$ cat config.mk
export PLATFORM = sky130hd
export DESIGN_NAME = wwr_supervisor
export DESIGN_NICKNAME = d
export VERILOG_FILES = /design/src/wwr_pkg.sv /design/src/wwr_supervisor.sv
export SDC_FILE = /design/constraint.sdc
export NUM_CORES = 1
export LEC_CHECK = 0
export ABC_AREA = 1
export BUFFER_PORTS_ARGS = -buffer_cell sky130_fd_sc_hd__buf_2
export CAP_MARGIN = 20
export CORE_MARGIN = 10
export CORE_UTILIZATION = 50
export DETAILED_ROUTE_END_ITERATION = 10
export PLACE_DENSITY = 0.66
export SETUP_SLACK_MARGIN = 0.4
export SLEW_MARGIN = 20
export SYNTH_ARGS = -nofsm -noshare
export SYNTH_HDL_FRONTEND = slang
export SYNTH_SLANG_ARGS = --single-unit
$ cat constraint.sdc
create_clock -name clk_sys_i -period 2.29 [get_ports clk_sys_i]
set_clock_uncertainty 0.05 [all_clocks]
set_input_delay 0.3435 -clock clk_sys_i [delete_from_list [all_inputs] [get_ports clk_sys_i]]
set_output_delay 0.3435 -clock clk_sys_i [all_outputs]
set_load 0.005 [all_outputs]
$ cat src/wwr_pkg.sv
// Package for the wake-up, watchdog and reset supervisor.
// Assumes one 20 MHz system clock and a shared timebase tick counter.
package wwr_pkg;

  // System clock period in ns.
  localparam int unsigned CLK_PERIOD_NS   = 50;
  // Watchdog response time in ns and its cycle count (longest, round down).
  localparam int unsigned WDG_RESP_NS     = 2000;
  localparam int unsigned WDG_RESP_CYC    = WDG_RESP_NS / CLK_PERIOD_NS;

  // Timebase: one base unit in system clock cycles (5 ms reset delay).
  localparam int unsigned BASE_UNIT_US    = 5000;
  localparam int unsigned BASE_UNIT_CYC   =
    (BASE_UNIT_US * 1000) / CLK_PERIOD_NS;

  // Interval lengths in base units, ratio 8:1:4.
  localparam logic [3:0] WAKE_PERIOD_UNITS = 4'h8;
  localparam logic [3:0] WAKE_HIGH_UNITS   = 4'h4;
  localparam logic [3:0] RST_DELAY_UNITS   = 4'h1;
  localparam logic [3:0] RST_TO_WAKE_UNITS = 4'h4;

  localparam int unsigned TICK_W          = 20;
  localparam int unsigned UNIT_W          = 4;

  // Supervisor states.
  typedef enum logic [1:0] {
    ST_RESET  = 2'b00,
    ST_DELAY  = 2'b01,
    ST_LEAD   = 2'b10,
    ST_CYCLE  = 2'b11
  } wwr_state_e;

  // Output bundle.
  typedef struct packed {
    logic wake;
    logic reset_n;
  } wwr_out_s;

endpackage : wwr_pkg

$ cat src/wwr_supervisor.sv
// Wake-up generator, watchdog monitor and reset logic of a regulator.
// Assumes the kick and output-good inputs are asynchronous pins.
// Assumes BASE_CYC system clocks make one base unit of the timebase.
//
// Functional notes
// Wake-up square wave runs continuously except while reset is asserted.
// Wake-up wave has 50 percent duty, period fixed by base count.
// Processor kicks watchdog after each wake-up rising edge.
// First kick falling edge drives wake-up low until next cycle.
// Further kicks in the same cycle are ignored.
// A cycle ending with no kick produces a reset pulse.
// Reset held low at power-up until output is good.
// Reset asserted while output is below regulation limit.
// Reset stays asserted while output remains out of regulation.
// After cause clears, wait one reset delay, then release reset.
// Wake-up output held low whenever reset is asserted.
// After release, cycling restarts after the reset-to-wake delay.
// Period, reset delay, reset-to-wake delay scale 8:1:4.
// All intervals come from one tick counter of base units.
`timescale 1ns/100ps
module wwr_supervisor
  import wwr_pkg::*;
#(
  parameter int unsigned BASE_CYC = BASE_UNIT_CYC
) (
  input  wire logic clk_sys_i,
  input  wire logic rst_n_i,
  input  wire logic watchdog_kick_input_i,
  input  wire logic regulated_output_good_i,
  output logic      wake_up_o,
  output logic      reset_n_o
);

  // Input synchronisers, three stages each.
  logic [2:0] kick_sync_r;
  logic [2:0] good_sync_r;
  logic       kick_lvl_r;
  logic       good_lvl_r;

  // A pin level counts only once stages two and three agree.
  wire kick_agree = (kick_sync_r[1] == kick_sync_r[2]);
  wire good_agree = (good_sync_r[1] == good_sync_r[2]);

  // Falling edge of the filtered kick level, one cycle wide.
  wire kick_fall  = kick_agree & kick_lvl_r & ~kick_sync_r[2];

  // The kick pin idles high, so its stages reset high to avoid a false edge.
  always_ff @(posedge clk_sys_i or negedge rst_n_i) begin
    if (!rst_n_i) begin
      kick_sync_r <= 3'h7;
    end else begin
      kick_sync_r <= {kick_sync_r[1:0], watchdog_kick_input_i};
    end
  end

  always_ff @(posedge clk_sys_i or negedge rst_n_i) begin
    if (!rst_n_i) begin
      kick_lvl_r <= 1'b1;
    end else if (kick_agree) begin
      kick_lvl_r <= kick_sync_r[2];
    end
  end

  // Output-good resets low, so reset stays asserted until it is seen high.
  always_ff @(posedge clk_sys_i or negedge rst_n_i) begin
    if (!rst_n_i) begin
      good_sync_r <= 3'h0;
    end else begin
      good_sync_r <= {good_sync_r[1:0], regulated_output_good_i};
    end
  end

  always_ff @(posedge clk_sys_i or negedge rst_n_i) begin
    if (!rst_n_i) begin
      good_lvl_r <= 1'b0;
    end else if (good_agree) begin
      good_lvl_r <= good_sync_r[2];
    end
  end

  // Base-unit tick divider, restarted on every state change.
  logic [TICK_W-1:0] tick_cnt_r;
  logic [TICK_W-1:0] tick_cnt_nxt;
  logic [UNIT_W-1:0] unit_cnt_r;
  logic [UNIT_W-1:0] unit_cnt_nxt;
  wwr_state_e        state_r;
  wwr_state_e        state_nxt;
  logic              kicked_r;
  logic              kicked_nxt;
  wwr_out_s          out_r;
  wwr_out_s          out_nxt;

  // True when the current unit is the last of an interval of n units.
  function automatic logic last_unit(input logic [UNIT_W-1:0] cnt,
                                     input logic [UNIT_W-1:0] n);
    last_unit = (cnt == n - 4'h1);
  endfunction : last_unit

  // One-cycle enable at the last system clock of each base unit.
  wire tick_end   = (tick_cnt_r == TICK_W'(BASE_CYC - 1));
  wire delay_end  = tick_end & last_unit(unit_cnt_r, RST_DELAY_UNITS);
  wire lead_end   = tick_end & last_unit(unit_cnt_r, RST_TO_WAKE_UNITS);
  wire cycle_end  = tick_end & last_unit(unit_cnt_r, WAKE_PERIOD_UNITS);
  wire high_phase = (unit_cnt_r < WAKE_HIGH_UNITS);

  // A new wake-up cycle after a kicked one restarts the counters as well.
  wire state_move = (state_nxt != state_r);
  wire cycle_roll = (state_r == ST_CYCLE) & (state_nxt == ST_CYCLE)
                    & cycle_end;
  wire restart    = state_move | cycle_roll;

  // Next-state decode.
  always_comb begin
    state_nxt  = state_r;
    kicked_nxt = kicked_r;
    out_nxt    = out_r;
    case (state_r)
      // Hold both outputs low until the output is good.
      ST_RESET: begin
        out_nxt = '{wake: 1'b0, reset_n: 1'b0};
        if (good_lvl_r) begin
          state_nxt = ST_DELAY;
        end
      end
      // Reset stays low for one base unit, then releases.
      ST_DELAY: begin
        out_nxt = '{wake: 1'b0, reset_n: 1'b0};
        if (delay_end) begin
          state_nxt       = ST_LEAD;
          out_nxt.reset_n = 1'b1;
        end
      end
      // Wake-up stays low for four units after the release.
      ST_LEAD: begin
        out_nxt.wake = 1'b0;
        if (lead_end) begin
          state_nxt    = ST_CYCLE;
          kicked_nxt   = 1'b0;
          out_nxt.wake = 1'b1;
        end
      end
      // A kick lowers wake-up until the cycle ends; later kicks do nothing.
      ST_CYCLE: begin
        if (kick_fall && !kicked_r) begin
          kicked_nxt = 1'b1;
        end
        out_nxt.wake = high_phase & ~kicked_nxt;
        if (cycle_end) begin
          if (!kicked_nxt) begin
            state_nxt = ST_DELAY;
            out_nxt   = '{wake: 1'b0, reset_n: 1'b0};
          end else begin
            kicked_nxt   = 1'b0;
            out_nxt.wake = 1'b1;
          end
        end
      end
      default: begin
        state_nxt = ST_RESET;
        out_nxt   = '{wake: 1'b0, reset_n: 1'b0};
      end
    endcase
    // Reset wins over every state while the output is not good.
    if (!good_lvl_r) begin
      state_nxt = ST_RESET;
      out_nxt   = '{wake: 1'b0, reset_n: 1'b0};
    end
  end

  // Counters clear on restart; the unit count steps at each tick.
  assign tick_cnt_nxt = (restart || tick_end) ? '0 : tick_cnt_r + 1'b1;
  assign unit_cnt_nxt = restart  ? '0 :
                        tick_end ? unit_cnt_r + 4'h1 :
                                   unit_cnt_r;

  // Supervisor state.
  always_ff @(posedge clk_sys_i or negedge rst_n_i) begin
    if (!rst_n_i) begin
      state_r <= ST_RESET;
    end else begin
      state_r <= state_nxt;
    end
  end

  // Tick divider of one base unit.
  always_ff @(posedge clk_sys_i or negedge rst_n_i) begin
    if (!rst_n_i) begin
      tick_cnt_r <= '0;
    end else begin
      tick_cnt_r <= tick_cnt_nxt;
    end
  end

  // Base units elapsed in the current interval.
  always_ff @(posedge clk_sys_i or negedge rst_n_i) begin
    if (!rst_n_i) begin
      unit_cnt_r <= '0;
    end else begin
      unit_cnt_r <= unit_cnt_nxt;
    end
  end

  // Set by the first kick of a wake-up cycle.
  always_ff @(posedge clk_sys_i or negedge rst_n_i) begin
    if (!rst_n_i) begin
      kicked_r <= 1'b0;
    end else begin
      kicked_r <= kicked_nxt;
    end
  end

  // Output register; both ports come straight from it.
  always_ff @(posedge clk_sys_i or negedge rst_n_i) begin
    if (!rst_n_i) begin
      out_r <= '{wake: 1'b0, reset_n: 1'b0};
    end else begin
      out_r <= out_nxt;
    end
  end

  assign wake_up_o = out_r.wake;
  assign reset_n_o = out_r.reset_n;

endmodule : wwr_supervisor

**Word level (Yosys, flattened, before mapping)**

Cells that the tools add are included.

- Bitwise operators: 11
- Reductions and logical operators: 10
- Add/sub/neg operators: 2
- Magnitude comparators: 1
- Equality and inequality tests: 14
- Mux-type cells: 22

Operators by type and width:

| cell | number |
|---|---|
| adder 20 x 1 -> 20 bit, second input constant | 1 |
| equality test 20 x 17 -> 1 bit, second input constant | 1 |
| 2-to-1 mux 20 bit | 1 |
| 2-to-1 mux 2 bit | 7 |
| bitwise AND 1 bit | 8 |
| 2-to-1 mux 1 bit | 8 |
| 2-to-1 mux 4 bit | 2 |
| one-hot mux 2 bit (4 select lines) | 1 |
| equality test 2 bit, second input constant | 3 |
| inequality test 3 bit, second input constant | 2 |
| one-hot mux 1 bit (3 select lines) | 2 |
| adder 4 x 1 -> 4 bit, second input constant | 1 |
| equality test 4 x 2 -> 1 bit, second input constant | 1 |
| equality test 4 x 3 -> 1 bit, second input constant | 1 |
| zero test 4 bit | 1 |
| less-than comparator 4 x 3 -> 1 bit, second input constant | 1 |
| inequality test 4 x 1 -> 1 bit, second input constant | 1 |
| nonzero test 2 bit | 2 |
| AND reduction 3 bit | 1 |
| equality test 1 bit | 2 |
| equality test 2 x 1 -> 1 bit, second input constant | 1 |
| zero test 2 bit | 1 |
| inequality test 2 bit | 1 |
| inequality test 2 bit, second input constant | 1 |
| 8 further kinds | 9 |

- Output and inout port bits: 2
- Word-level logic and storage cells: 70
- Bits of input ports: 4
- Register bits after elaboration: 37

**Depth between registers and ports, before layout**

- Depth in word-level cells: 16
- Mapped depth: 15
- Gate-level depth less buffers: 14

**Worst setup path after synthesis**

Ideal clock, no wire load.

- Kind: register -> register
- From: register tick_cnt_r[0]
- To: register tick_cnt_r[7]
- Setup slack: 426 ps
- Clock period less this slack: 1864 ps
- Stages on the path, launching flop included: 14
- Setup time: 121 ps
- Data required time: 2119 ps
- Path buffers: 1
- Arrival: 1693 ps
- Cell sequence: dfrtp_1 > ha_1 > nand3_2 > nor2_4 > nand3_2 > o21ai_1 > nand2_1 > nand2_2 > nand2_2 > nand2_1 > nand2_2 > nand4_2 > buf_6 > nor2_2

- Longest elaborated chain between the ends: 11
- Elaborated cells on any way between the ends: 17
- Those cells by class: add/sub: 1; eq/ne: 3; mux: 6; bitwise: 6; reduce/logical: 1

Ends and longest elaborated chain:

| item | RTL line | RTL |
|---|---|---|
| from (decl) | wwr_supervisor.sv:82 | `logic [TICK_W-1:0] tick_cnt_r;` |
| from (signal assigned) | wwr_supervisor.sv:190 | `tick_cnt_r <= tick_cnt_nxt;` |
| equality test 20 x 17 -> 1 bit | wwr_supervisor.sv:100 | `wire tick_end = (tick_cnt_r == TICK_W'(BASE_CYC - 1));` |
| bitwise AND 1 bit, on equally long branches | wwr_supervisor.sv:103, wwr_supervisor.sv:101, wwr_supervisor.sv:102 |  |
| 2-to-1 mux 2 bit, on equally long branches | wwr_supervisor.sv:148, wwr_supervisor.sv:128, wwr_supervisor.sv:136 |  |
| one-hot mux 2 bit (4 select lines) | wwr_supervisor.sv:117 | `case (state_r)` |
| 2-to-1 mux 2 bit | wwr_supervisor.sv:164 | `if (!good_lvl_r) begin` |
| equality test 2 bit | wwr_supervisor.sv:108 | `wire cycle_roll = (state_r == ST_CYCLE) & (state_nxt == ST_CYCLE)` |
| bitwise AND 1 bit | wwr_supervisor.sv:108 |  |
| bitwise AND 1 bit | wwr_supervisor.sv:109 | `& cycle_end;` |
| bitwise OR 1 bit | wwr_supervisor.sv:110 | `wire restart = state_move \| cycle_roll;` |
| logical OR 1 bit | wwr_supervisor.sv:171 | `assign tick_cnt_nxt = (restart \|\| tick_end) ? '0 : tick_cnt_r + 1'b1;` |
| 2-to-1 mux 20 bit (*) | wwr_supervisor.sv:171 |  |
| named net tick_cnt_nxt[7] | wwr_supervisor.sv:83 | `logic [TICK_W-1:0] tick_cnt_nxt;` |

The timed path passes the listed nets; every way through them passes the cells marked *.
A chain may end at the register's enable or synchronous reset.

**Final worst setup path**

- From: register tick_cnt_r[8]
- To: register tick_cnt_r[17]

Same word-level chain as after synthesis.

==> metrics.txt <==
Overflow after GRT 0; first-pass GRT wire length 6430 µm; Initial Util 0.510; post-synthesis sequential area ratio 0.460; status complete, no violations; Die Y 83.6 µm; startpoint types flop; Leak 1.08 nW; largest net degree at the start of global routing 38; synthesized net count 230; syn_area_per_cell 9.24 µm²; crit path DAT 2.25 ns; share of the synthesized area in the top cell type 0.408; DP Area 2110 µm²; Design Area, Final 2410 µm²; TritonCTS clock tree yes; n_diodes 0; final wirelength 3740 µm; num rows 23; H-tree depth 2; Non-Filler Instances 292; initial antenna violation count 0; number of port buffers 5; Worst setup EP type flop; worst-path fanout max 5; hold slack final 0.0813 ns; Final Cycle Share 0.931; Tot GR Track Use 0.110; Tmin final 2.13 ns; HP Class input pin to asynchronous set/reset pin; die area 6990 µm²; DR iter-0 viols 60; unrepaired setup endpoints after global routing true; multi-input logic area 1030 µm²; I/O pins 6; Max-Cap Viols 0; count of nets after finishing 252; Peak VDD IR 0.000552 V; worst-skew pair later-pin latency 0.29 ns; number of global-route vias before repair 1471; Synth Instances 219; CTS Buf Count 5; Std-Cell Core Area 3970 µm²; Detail Route Antenna Nets 0; clock-pin slew on the worst setup and hold paths 0.07 ns; Fmax 0.469 GHz; Distinct cells, synth 28; routed len/inst 12.8 µm; Synth area leader dfrtp_1; routed vias 1484; Critical Path RT 2.41 ns; share of cells above drive strength 1 0.347; Synth Cell Area 2020 µm²; largest cells by area after synthesis dfrtp_1, nor2_2, xor2_1, dfstp_2, inv_1; Area growth syn-to-layout 19.2%; fin. max-slew vios 0; Clock Sinks 37; root buffer cell clkbuf_8; Core Util, Final 0.607; Pre-antenna DRT Iters 4; Vias per Instance 5.08; CTS max path bufs 2; Rel. slew slack 0.470; # setup viols final 0; Worst-Margin Slew 0.795 ns; setup ws final 0.158 ns; Setup WS pre-CTS 0.153 ns; final hold violations 0; number of remaining DRC errors 0; FF+latch count, synth 37; Final Power 1.57 mW; filler instances 336; HPWL Detailed 2430 µm; Cell Count Post-Placement 273; DIE WIDTH 83.6 µm; register area 933 µm²; PwrDens 649 nW/µm²; setup_tns 0 ns; crit path kind flop to flop; GP Congestion 0.854; warnings from Yosys 0
cells in the final DEF, fill, tap and decap left out, types with 2 or more instances in the layout:
master	Yosys	routed
dfrtp_1	33	31
buf_2	0	5
a21oi_1	7	7
nand3_4	0	2
nand4_1	7	7
nor2_4	5	5
o21ai_1	1	2
nor2_1	19	16
buf_4	0	9
nand3_2	5	3
clkbuf_8	0	6
nor3_2	0	2
xor2_1	14	14
dfstp_2	4	4
or2_2	3	3
nand2_1	26	24
nor2_2	21	24
xnor2_1	4	4
dfrtp_2	0	2
o21ai_0	4	3
nand2_2	7	8
inv_1	26	26
nor4_1	2	2
nand3_1	11	11
ha_1	7	6
where the power goes:
part / switching (mW) / total, mW / internal, mW
registers: 0.0329 / 0.721 / 0.689
logic: 0.142 / 0.268 / 0.126
clock network: 0.222 / 0.577 / 0.355
total: 0.397 / 1.57 / 1.17
routing by layer:
layer / share of wire / routed length [µm] / track usage / vias to the layer above
li1: - / - / - / 740
met1: 0.44 / 1640 / 0.119 / 724
met2: 0.51 / 1900 / 0.188 / 13
met3: 0.030 / 114 / 0.0342 / 7
met4: 0.021 / 80 / 0.0594 / 0
met5: 0 / 0 / 0 / -
Yosys cell counts:
library cell and number:
and2_2 1, nor2_4 5, xor2_1 14, a21o_1 1, nand2_1 26, dfstp_2 4, xnor2_1 4, nor3_1 3
inv_1 26, or3_1 1, a21oi_1 7, nand3_2 5, nand2_2 7, nand4_1 7, nand4_2 2, nor4_1 2
dfrtp_1 33, o21ai_1 1, nor2_1 19, inv_2 1, ha_1 7, or2_2 3, o21ai_0 4, maj3_1 1
nor2_2 21, nor4_2 1, buf_6 2, nand3_1 11
registers in the layout (all words and copies together) (netlist names):
register	cells
kick_lvl_r	1
good_sync_r	3
reset_n_o	1
kicked_r	1
unit_cnt_r	4
tick_cnt_r	20
wake_up_o	1
good_lvl_r	1
state_r	2
kick_sync_r	3
critical path: stages, from the launching register on:
cell and delay [ns]:
dfrtp_2 0.44, buf_4 0.15, nor4_1 0.29, nand4_1 0.26
nor3_2 0.21, nand3_1 0.11, nand2_1 0.09, nand2_2 0.08
nand4_4 0.12, clkbuf_16 0.18, nor2_2 0.03
path summary, 6_finish.rpt:
check	startpoint	endpoint	slack, ns	cells after the start
worst max-delay path	tick_cnt_r[8]$_DFF_PN0_	tick_cnt_r[17]$_DFF_PN0_	0.16	10
worst min-delay path	rst_n_i	kicked_r$_DFFE_PN0P_	0.08	1
worst max register to register	tick_cnt_r[8]$_DFF_PN0_	tick_cnt_r[17]$_DFF_PN0_	0.16	10
worst min register to register	kick_sync_r[0]$_DFF_PN1_	kick_sync_r[1]$_DFF_PN1_	0.31	0
max in group asynchronous	rst_n_i	tick_cnt_r[12]$_DFF_PN0_	1.55	1
min in group clk_sys_i	watchdog_kick_input_i	kick_sync_r[0]$_DFF_PN1_	0.09	1
what timing repair did:
item | 4_1_cts | 5_1_grt
hold buffers | 0 | 0
gates cloned | 1 | 1
gates resized for setup | 10 | 7
setup endpoints to repair | 24 | 25
pin swaps | 5 | 2
setup buffers | 4 | 5
layout make-up:
cell class              instances  share of cell area
inverters                      27              0.0420
flip-flops and latches         37               0.387
repair buffers                 17              0.0685
multi-input cells             153               0.428
well taps                      50              0.0259
clock buffers                   7              0.0358
clock inverters                 1              0.0124
logic make-up (layout without fill, tap and decap cells):
family | count (synthesis) | after routing | share of synthesized area
buf+inv | 29 | 52 | 0.0612
fa+ha+maj | 8 | 8 | 0.0482
flops | 37 | 37 | 0.460
xor+xnor | 18 | 18 | 0.0779
compound gates | 13 | 13 | 0.0334
simple gates | 114 | 114 | 0.320
Power figures use the tool's default switching activity.
